$ cat src/verilog/cpt_pkg.sv
// package: register map, field layout and shared types of the can pin and priority block
package cpt_pkg;

  // ---------------------------------------------------------------
  // register map
  // ---------------------------------------------------------------
  localparam logic [7:0] ADDR_PIN_CONTROL = 8'h00;
  localparam logic [7:0] ADDR_TX_PRIO     = 8'h04;
  localparam logic [7:0] ADDR_TX_REQ      = 8'h08;
  localparam logic [7:0] ADDR_SELECT      = 8'h0c;
  localparam logic [7:0] ADDR_LENGTH      = 8'h10;
  localparam logic [7:0] ADDR_MODE        = 8'h14;

  // ---------------------------------------------------------------
  // pin control fields
  // ---------------------------------------------------------------
  localparam int         BIT_SECOND_TX_SOURCE_SEL = 7;
  localparam int         BIT_SECOND_TX_PIN_ENABLE = 6;
  localparam int         BIT_RECESSIVE_DRIVE_HIGH = 5;
  localparam int         BIT_RX_CAPTURE_ROUTE     = 4;
  localparam int         BIT_CAN_CLOCK_SOURCE_SEL = 0;
  localparam logic [7:0] PIN_CONTROL_MASK         = 8'hf1;
  localparam logic [7:0] PIN_CONTROL_RESET        = 8'h00;

  // ---------------------------------------------------------------
  // length code and mode
  // ---------------------------------------------------------------
  localparam logic [3:0] LENGTH_CODE_MAX   = 4'h8;
  localparam logic [1:0] MODE_LEGACY       = 2'h0;
  localparam logic [1:0] MODE_ENHANCED     = 2'h1;
  localparam logic [1:0] MODE_FIFO         = 2'h2;
  localparam logic [1:0] MODE_RESET        = 2'h0;
  localparam int         NUM_BUFFERS       = 8;
  localparam int         BUF_IDX_W         = 3;

  // ---------------------------------------------------------------
  // bus response codes
  // ---------------------------------------------------------------
  localparam logic [1:0] RESP_OKAY   = 2'h0;
  localparam logic [1:0] RESP_SLVERR = 2'h2;

  // ---------------------------------------------------------------
  // carriers
  // ---------------------------------------------------------------
  typedef struct packed {
    logic second_tx_source_sel;
    logic second_tx_pin_enable;
    logic recessive_drive_high;
    logic rx_capture_route;
    logic can_clock_source_sel;
  } cpt_pin_ctrl_t;

  typedef struct packed {
    logic [3:0] byte_count;
    logic       valid;
  } cpt_length_t;

  typedef struct packed {
    logic       found;
    logic [2:0] index;
  } cpt_pick_t;

endpackage

$ cat src/verilog/cpt_length_decode.sv
// length code decoder: four-bit code to byte count with a validity flag
`timescale 1ns/1ns
module cpt_length_decode (
  // code in
  input  wire logic [3:0]          i_length_code,
  // decoded
  output cpt_pkg::cpt_length_t     o_length
);

  // ---------------------------------------------------------------
  // decode
  // ---------------------------------------------------------------
  always_comb begin
    if (i_length_code <= cpt_pkg::LENGTH_CODE_MAX) begin
      o_length.byte_count = i_length_code;
      o_length.valid      = 1'b1;
    end else begin
      o_length.byte_count = 4'h0;
      o_length.valid      = 1'b0;
    end
  end

endmodule // cpt_length_decode

$ cat src/verilog/cpt_prio_pick.sv
// priority picker: highest level wins, larger buffer number breaks ties
`timescale 1ns/1ns
module cpt_prio_pick #(
  parameter int N = 8
) (
  // requests and levels
  input  wire logic [N-1:0]        i_req,
  input  wire logic [2*N-1:0]      i_prio,
  // winner
  output cpt_pkg::cpt_pick_t       o_pick
);

  if (N < 1 || N > 8) begin : g_n_bad
    $error("cpt_prio_pick: N must be 1 to 8");
  end

  // ---------------------------------------------------------------
  // scan, later index wins on equal level
  // ---------------------------------------------------------------
  always_comb begin
    logic [1:0] best;
    best          = 2'h0;
    o_pick.found  = 1'b0;
    o_pick.index  = 3'h0;
    for (int k = 0; k < N; k++) begin
      if (i_req[k]) begin
        if (!o_pick.found || i_prio[2*k +: 2] >= best) begin
          best         = i_prio[2*k +: 2];
          o_pick.found = 1'b1;
          o_pick.index = 3'(k);
        end
      end
    end
  end

endmodule // cpt_prio_pick

$ cat src/verilog/cpt_top.sv
// top: can pin control, transmit priority selection, length decode, axi4-lite slave
// What this block does
// - codes zero to eight give that byte count
// - code eight is eight bytes; above reserved
// - length view only in modes one and two
// - source bit picks can clock or inverted tx
// - enable bit drives second pin, else i/o
// - drive-high bit drives recessive high, else float
// - capture bit routes receive signal to capture
// - clock-select bit picks oscillator or pll
// - before start of frame, pick highest priority
// - equal priority: largest buffer number wins
// - two-bit level, eleven highest, zero lowest
// - selection never touches bus arbitration
//
// Local design decisions: the placing of the registers and the AXI4-Lite slave port.
`timescale 1ns/1ns
module cpt_top #(
  parameter int NUM_BUF = cpt_pkg::NUM_BUFFERS
) (
  // clock, reset, enable
  input  wire logic                i_ref_clk,
  input  wire logic                i_arst_n,
  input  wire logic                i_clk_en,
  // axi4-lite write address
  input  wire logic [7:0]          i_awaddr,
  input  wire logic                i_awvalid,
  output logic                     o_awready,
  // axi4-lite write data
  input  wire logic [31:0]         i_wdata,
  input  wire logic [3:0]          i_wstrb,
  input  wire logic                i_wvalid,
  output logic                     o_wready,
  // axi4-lite write response
  output logic [1:0]               o_bresp,
  output logic                     o_bvalid,
  input  wire logic                i_bready,
  // axi4-lite read address
  input  wire logic [7:0]          i_araddr,
  input  wire logic                i_arvalid,
  output logic                     o_arready,
  // axi4-lite read data
  output logic [31:0]              o_rdata,
  output logic [1:0]               o_rresp,
  output logic                     o_rvalid,
  input  wire logic                i_rready,
  // frame engine
  input  wire logic                i_sof_req,
  input  wire logic                i_tx_done,
  output logic                     o_sel_valid,
  output logic [2:0]               o_sel_index,
  input  wire logic                i_core_tx,
  input  wire logic                i_rx_msg,
  input  wire logic [3:0]          i_rx_length_code,
  input  wire logic                i_rx_rtr,
  // clocks
  input  wire logic                i_osc_clk,
  input  wire logic                i_pll_clk,
  output logic                     o_can_clk,
  // pins
  output logic                     o_tx_pin,
  output logic                     o_tx_pin_oe_n,
  output logic                     o_second_tx_pin,
  output logic                     o_second_tx_pin_oe_n,
  output logic                     o_second_tx_pin_is_can,
  input  wire logic                i_shared_port_pin,
  output logic                     o_capture_unit_one_in
);

  // ---------------------------------------------------------------
  // elaboration checks
  // ---------------------------------------------------------------
  if (NUM_BUF < 1 || NUM_BUF > 8) begin : g_num_buf_bad
    $error("cpt_top: NUM_BUF must be 1 to 8");
  end

  // ---------------------------------------------------------------
  // state
  // ---------------------------------------------------------------
  typedef struct packed {
    logic [7:0]         pin_control;
    logic [15:0]        tx_prio;
    logic [7:0]         tx_req;
    logic [1:0]         mode;
    logic               aw_held;
    logic [7:0]         aw_addr;
    logic               w_held;
    logic [31:0]        w_data;
    logic [3:0]         w_strb;
    logic               bvalid;
    logic [1:0]         bresp;
    logic               rvalid;
    logic [31:0]        rdata;
    logic [1:0]         rresp;
    logic               sel_valid;
    logic [2:0]         sel_index;
    logic [2:0]         pin_sync;
    logic [2:0]         rx_sync;
    logic               pin_in;
    logic               rx_in;
  } cpt_state_t;

  cpt_state_t           st;
  cpt_state_t           next_st;
  cpt_pkg::cpt_pick_t   pick;
  cpt_pkg::cpt_length_t rx_len;
  cpt_pkg::cpt_pin_ctrl_t pc;
  logic [15:0]          prio_used;
  logic [7:0]           req_used;

  // ---------------------------------------------------------------
  // helpers
  // ---------------------------------------------------------------
  assign prio_used = st.tx_prio;
  assign req_used  = st.tx_req;

  cpt_prio_pick #(
    .N      (NUM_BUF)
  ) cpt_prio_pick_i (
    .i_req  (req_used[NUM_BUF-1:0]),
    .i_prio (prio_used[2*NUM_BUF-1:0]),
    .o_pick (pick)
  );

  cpt_length_decode cpt_length_decode_i (
    .i_length_code (i_rx_length_code),
    .o_length      (rx_len)
  );

  always_comb begin
    pc.second_tx_source_sel = st.pin_control[cpt_pkg::BIT_SECOND_TX_SOURCE_SEL];
    pc.second_tx_pin_enable = st.pin_control[cpt_pkg::BIT_SECOND_TX_PIN_ENABLE];
    pc.recessive_drive_high = st.pin_control[cpt_pkg::BIT_RECESSIVE_DRIVE_HIGH];
    pc.rx_capture_route     = st.pin_control[cpt_pkg::BIT_RX_CAPTURE_ROUTE];
    pc.can_clock_source_sel = st.pin_control[cpt_pkg::BIT_CAN_CLOCK_SOURCE_SEL];
  end

  // ---------------------------------------------------------------
  // pin and clock muxes
  // ---------------------------------------------------------------
  assign o_can_clk = pc.can_clock_source_sel ? i_osc_clk : i_pll_clk;
  // tx is dominant low; recessive either driven high or floated
  assign o_tx_pin       = i_core_tx;
  assign o_tx_pin_oe_n  = i_core_tx & ~pc.recessive_drive_high;
  assign o_second_tx_pin = pc.second_tx_source_sel ? o_can_clk : ~i_core_tx;
  assign o_second_tx_pin_oe_n  = ~pc.second_tx_pin_enable;
  assign o_second_tx_pin_is_can = pc.second_tx_pin_enable;
  assign o_capture_unit_one_in = pc.rx_capture_route ? st.rx_in : st.pin_in;

  // ---------------------------------------------------------------
  // bus handshakes
  // ---------------------------------------------------------------
  assign o_awready = ~st.aw_held & ~st.bvalid;
  assign o_wready  = ~st.w_held & ~st.bvalid;
  assign o_arready = ~st.rvalid;
  assign o_bvalid  = st.bvalid;
  assign o_bresp   = st.bresp;
  assign o_rvalid  = st.rvalid;
  assign o_rdata   = st.rdata;
  assign o_rresp   = st.rresp;
  assign o_sel_valid = st.sel_valid;
  assign o_sel_index = st.sel_index;

  // ---------------------------------------------------------------
  // next state
  // ---------------------------------------------------------------
  always_comb begin
    logic        do_write;
    logic [7:0]  waddr;
    logic [31:0] wd;
    logic [31:0] mask;
    logic [31:0] rd;
    logic [1:0]  rr;
    next_st  = st;
    do_write = 1'b0;
    waddr    = st.aw_addr;
    wd       = st.w_data;
    mask     = 32'h0;
    rd       = 32'h0;
    rr       = cpt_pkg::RESP_OKAY;

    // ---------------------------------------------------------------
    // pin inputs: three flops, change counts when stages two and three agree
    // ---------------------------------------------------------------
    next_st.pin_sync = {st.pin_sync[1:0], i_shared_port_pin};
    next_st.rx_sync  = {st.rx_sync[1:0], i_rx_msg};
    if (st.pin_sync[2] == st.pin_sync[1]) begin
      next_st.pin_in = st.pin_sync[2];
    end
    if (st.rx_sync[2] == st.rx_sync[1]) begin
      next_st.rx_in = st.rx_sync[2];
    end

    // ---------------------------------------------------------------
    // write channel capture
    // ---------------------------------------------------------------
    if (i_awvalid && o_awready) begin
      next_st.aw_held = 1'b1;
      next_st.aw_addr = i_awaddr;
    end
    if (i_wvalid && o_wready) begin
      next_st.w_held = 1'b1;
      next_st.w_data = i_wdata;
      next_st.w_strb = i_wstrb;
    end
    if (next_st.aw_held && next_st.w_held) begin
      do_write        = 1'b1;
      waddr           = next_st.aw_addr;
      wd              = next_st.w_data;
      for (int b = 0; b < 4; b++) begin
        mask[8*b +: 8] = {8{next_st.w_strb[b]}};
      end
      next_st.aw_held = 1'b0;
      next_st.w_held  = 1'b0;
      next_st.bvalid  = 1'b1;
      next_st.bresp   = cpt_pkg::RESP_OKAY;
    end
    if (st.bvalid && i_bready) begin
      next_st.bvalid = 1'b0;
    end

    // ---------------------------------------------------------------
    // frame engine: a finished frame clears its request
    // ---------------------------------------------------------------
    if (i_tx_done && st.sel_valid) begin
      next_st.tx_req[st.sel_index] = 1'b0;
      next_st.sel_valid            = 1'b0;
    end

    // ---------------------------------------------------------------
    // register writes
    // ---------------------------------------------------------------
    if (do_write) begin
      unique case (waddr)
        cpt_pkg::ADDR_PIN_CONTROL: begin
          next_st.pin_control = ((st.pin_control & ~mask[7:0]) | (wd[7:0] & mask[7:0]))
                                & cpt_pkg::PIN_CONTROL_MASK;
        end
        cpt_pkg::ADDR_TX_PRIO: begin
          next_st.tx_prio = (st.tx_prio & ~mask[15:0]) | (wd[15:0] & mask[15:0]);
        end
        cpt_pkg::ADDR_TX_REQ: begin
          next_st.tx_req = (next_st.tx_req & ~mask[7:0]) | (wd[7:0] & mask[7:0]);
        end
        cpt_pkg::ADDR_MODE: begin
          if (mask[0]) begin
            next_st.mode = wd[1:0];
          end
        end
        default: begin
          next_st.bresp = cpt_pkg::RESP_SLVERR;
        end
      endcase
    end

    // ---------------------------------------------------------------
    // selection latched at start of frame, separate from bus arbitration
    // ---------------------------------------------------------------
    if (i_sof_req && !st.sel_valid) begin
      next_st.sel_valid = pick.found;
      next_st.sel_index = pick.index;
    end

    // ---------------------------------------------------------------
    // reads
    // ---------------------------------------------------------------
    if (i_arvalid && o_arready) begin
      unique case (i_araddr)
        cpt_pkg::ADDR_PIN_CONTROL: begin
          rd = {24'h0, st.pin_control & cpt_pkg::PIN_CONTROL_MASK};
        end
        cpt_pkg::ADDR_TX_PRIO:     rd = {16'h0, st.tx_prio};
        cpt_pkg::ADDR_TX_REQ:      rd = {24'h0, st.tx_req};
        cpt_pkg::ADDR_SELECT:      rd = {27'h0, st.sel_valid, 1'b0, st.sel_index};
        cpt_pkg::ADDR_MODE:        rd = {30'h0, st.mode};
        cpt_pkg::ADDR_LENGTH: begin
          if (st.mode == cpt_pkg::MODE_ENHANCED || st.mode == cpt_pkg::MODE_FIFO) begin
            rd = {16'h0, rx_len.byte_count, 3'h0, rx_len.valid, 1'b0, i_rx_rtr,
                  2'h0, i_rx_length_code};
          end else begin
            rr = cpt_pkg::RESP_SLVERR;
          end
        end
        default: rr = cpt_pkg::RESP_SLVERR;
      endcase
      next_st.rvalid = 1'b1;
      next_st.rdata  = rd;
      next_st.rresp  = rr;
    end else if (st.rvalid && i_rready) begin
      next_st.rvalid = 1'b0;
    end
  end

  // ---------------------------------------------------------------
  // registers
  // ---------------------------------------------------------------
  always_ff @(posedge i_ref_clk or negedge i_arst_n) begin
    if (!i_arst_n) begin
      st             <= '0;
      st.pin_control <= cpt_pkg::PIN_CONTROL_RESET;
      st.mode        <= cpt_pkg::MODE_RESET;
    end else if (i_clk_en) begin
      st <= next_st;
    end
  end

endmodule // cpt_top

$ cat config.mk
export PLATFORM = sky130hd
export DESIGN_NAME = cpt_top
export DESIGN_NICKNAME = d
export VERILOG_FILES = /design/src/verilog/cpt_pkg.sv /design/src/verilog/cpt_length_decode.sv /design/src/verilog/cpt_prio_pick.sv /design/src/verilog/cpt_top.sv
export SDC_FILE = /design/constraint.sdc
export NUM_CORES = 1
export LEC_CHECK = 0
export BUFFER_PORTS_ARGS = -buffer_cell sky130_fd_sc_hd__buf_2
export CAP_MARGIN = 20
export CORE_MARGIN = 2
export CORE_UTILIZATION = 54
export DETAILED_ROUTE_END_ITERATION = 6
export HOLD_SLACK_MARGIN = 0.06
export MAX_ROUTING_LAYER = met4
export PLACE_DENSITY_LB_ADDON = 0.08
export RECOVER_POWER = 50
export SYNTH_ARGS = -nofsm -noshare
export SYNTH_HDL_FRONTEND = slang
export SYNTH_SLANG_ARGS = --single-unit
$ cat constraint.sdc
create_clock -name i_ref_clk -period 26.6 [get_ports i_ref_clk]
set_input_delay 5.32 -clock i_ref_clk [delete_from_list [all_inputs] [get_ports i_ref_clk]]
set_output_delay 5.32 -clock i_ref_clk [all_outputs]
set_load 0.005 [all_outputs]
==> summary.txt <==
Setup path
  – Reg2Reg Depth: 38
  – Slowest CP cell: mux2_2
  – Worst path cell trace: buf_2, mux2_2, nor2_1, a21oi_1, buf_2
  – Critical path type: input pin to output port
  – Crit-path max FO: 2
  – Critical Path AT: 5.93 ns
  – Startpoint Class: input pin
  – Crit. End Element: output port
  – CP required: 21.28 ns
  – Slowest stage delay, CP: 0.26 ns
  – Critical path's most frequent cell: buf_2

Detailed routing
  – DRT antenna net count: 0
  – Remaining DRCs: 0
  – Vias/cell: 5.51
  – DR pass1 iterations: 4
  – Initial DRC Count: 191
  – WL final: 11600 µm
  – Wire length per cell: 15.6 µm
  – Via count: 4121

Power and ir drop
  – Total power after layout: 470 µW
  – P_leak: 0.00272 µW
  – Power per cell area: 80.1 nW/µm²
  – Peak VDD IR: 40.7 µV

Clock network
  – Hold Buf Count CTS: 0
  – Clk slew on worst S/H paths: 0.08 ns
  – CTS resizes: 0
  – Clock root buffer: clkbuf_8
  – Post-CTS Setup Inserts: 0
  – # H-tree levels: 3
  – Worst skew pair latency: 0.36 ns
  – Clock buffer depth: 2
  – CTS tree: built
  – TritonCTS Buffers: 9
  – CTS sink cnt: 92

Global route
  – Largest net degree at the start of global routing: 50
  – Vias in the first global route: 3936
  – First-pass GRT wire length: 19300 µm
  – Total track usage: 0.227
  – Antenna violations before repair: 0
  – Remaining global-route overflow: 0

Logic synthesis
  – Post-synthesis xor/xnor area fraction: 0.00161
  – Mean Syn Cell Area: 9.75 µm²
  – Predominant post-synthesis flop cell: dfrtp_1
  – Commonest cells post-synth: 92 x dfrtp_1, 67 x nand2_1, 53 x mux2_2
  – Sequential element share of the synthesized area: 0.424
  – Async S/R FF share, synth: 1.00
  – Synth Register Bits: 92
  – Largest family of logic cells by synthesized area: multiplexers
  – Cell variety after synth: 61
  – Mux cell area share after synthesis: 0.162
  – Post-synth EDFFs: 0
  – Synthesis warning total: 0
  – Simple-gate share of the synthesized area: 0.157
  – Post-synthesis compound-gate area fraction: 0.141
  – Area leader, netlist: dfrtp_1
  – Synth top area cells: dfrtp_1 42%, mux2_2 11%, buf_4 5.8%
  – Most frequent cell after synthesis: dfrtp_1
  – Synth Cell Area: 5430 µm²
  – Post-synth top area share: 0.424
  – Syn Inst Count: 557
  – Synth Area in Adders: 0.0249

Layout
  – Finished Cell Area: 5860 µm²
  – Fill cells: 874
  – Area of the multi-input gates: 2710 µm²
  – Area growth from synthesis to final layout: 7.95%
  – Share of cells above drive strength 1: 0.275
  – Diodes inserted: 0
  – Seq. cell area: 2300 µm²
  – Final nets: 694

Timing
  – Final min period: 11.25 ns
  – Final hold slack: 0.479 ns
  – Final Max Slew Viols: 95
  – Fin. Hold Viols: 0
  – Tightest Pin Transition: 2.54 ns
  – Achievable Freq: 88.9 MHz
  – Final worst slack: 15.35 ns
  – RSZ-0062 raised after global routing: no
  – Count of final setup violators: 0
  – Setup TNS Final: 0 ns
  – Period utilisation layout: 0.423
  – Slew Limit Headroom: -0.691
  – Clk_skew: 0.00931 ns

Floorplanning
  – Die width: 104 µm
  – Die ar.: 10900 µm²
  – Core region area: 9770 µm²
  – I/O pin count: 124
  – Die H: 104 µm
  – Starting Density: 0.556
  – Number of core rows: 36

Outcome
  – Status: finished with violations
  – Failing checks: capacitance limit, slew limit

Placement
  – Dpl ws: 15.35 ns
  – Placed cell area: 5720 µm²
  – # port buffers: 88
  – Post-DP HPWL: 8900 µm
  – Global placer's final weighted congestion: 0.809

Hold path
  – Worst hold path depth: 2
  – Worst hold path type: register to register

Job
  – Max Cap Violations: 2
## power breakdown
group,leakage [µW],internal [µW],total [µW],switching [µW]
logic,0.00146,87.1,171,84.1
registers,0.00118,177,217,40.0
clock network,0.0000783,35.5,81.3,45.8
## cells in the final DEF, fill, tap and decap left out, types with 4 or more instances in the layout
cell type | Yosys | layout
nor2b_1 | 8 | 8
a22oi_1 | 8 | 8
buf_2 | 6 | 85
nand2_1 | 67 | 67
inv_1 | 21 | 21
dfrtp_1 | 92 | 92
nor3b_1 | 4 | 4
o31ai_1 | 5 | 5
clkbuf_8 | 0 | 10
mux2_2 | 53 | 53
nor2_1 | 29 | 29
nand3b_1 | 4 | 4
conb_1 | 1 | 17
nand3_1 | 6 | 6
a22o_1 | 4 | 4
o21ai_0 | 49 | 49
a21oi_1 | 20 | 20
nor3_1 | 12 | 11
clkbuf_1 | 12 | 6
nor4_1 | 4 | 4
o21ai_1 | 8 | 8
nand2b_1 | 9 | 9
ha_1 | 10 | 10
mux2i_1 | 26 | 26
## cells by family after synthesis
kind of cell,count (synthesis)
xor gates and xnor gates,1
adders and majority gates,11
and+or+nand+nor,169
AOI/OAI and AO/OA,120
muxes,80
buffers and inverters,83
other,1
DFF,92
## critical path, delay by kind of cell
family | cells | cell delay (ns)
buf+inv | 2 | 0.22
compound gates | 1 | 0.04
mux | 1 | 0.26
simple gates | 1 | 0.09
## metal layers
| metal | up-vias | global-route usage | wire [µm] |
|---|---|---|---|
| met4 | 0 | 0.0743 | 183 |
| li1 | 2015 | - | - |
| met3 | 16 | 0.0363 | 588 |
| met2 | 122 | 0.341 | 5300 |
| met5 | - | - | 0 |
| met1 | 1968 | 0.317 | 5560 |
## layout make-up
cell class / instances / area share
clock inverters: 2 / 0.00213
well taps: 133 / 0.0284
flip-flops and latches: 92 / 0.393
multi-input cells: 398 / 0.462
repair buffers: 90 / 0.0764
inverters: 21 / 0.0134
clock buffers: 12 / 0.0248
## per-stage QoR
| step | utilization | cells |
|---|---|---|
| 2_1_floorplan | - | 573 |
| 3_3_place_gp | 0.585 | 734 |
| 3_5_place_dp | 0.585 | 734 |
| 4_1_cts | 0.601 | 748 |
| 5_1_grt | 0.600 | 748 |
| 6_report | 0.600 | 748 |
## path summary, 6_finish.rpt
path                                         startpoint                    endpoint  slack, ns
min in group asynchronous                      i_arst_n          st[88]$_DFFE_PN0P_       5.64
worst min register to register  o_rdata[15]$_DFFE_PN0P_     o_rdata[15]$_DFFE_PN0P_       0.48
max in group asynchronous                      i_arst_n  o_sel_index[1]$_DFFE_PN0P_      17.64
worst min-delay path            o_rdata[15]$_DFFE_PN0P_     o_rdata[15]$_DFFE_PN0P_       0.48
worst max-delay path                          i_osc_clk             o_second_tx_pin      15.35
worst max register to register  req_used[0]$_DFFE_PN0P_  o_sel_index[2]$_DFFE_PN0P_      16.50
Note: power is estimated with default switching activity, not from simulation.
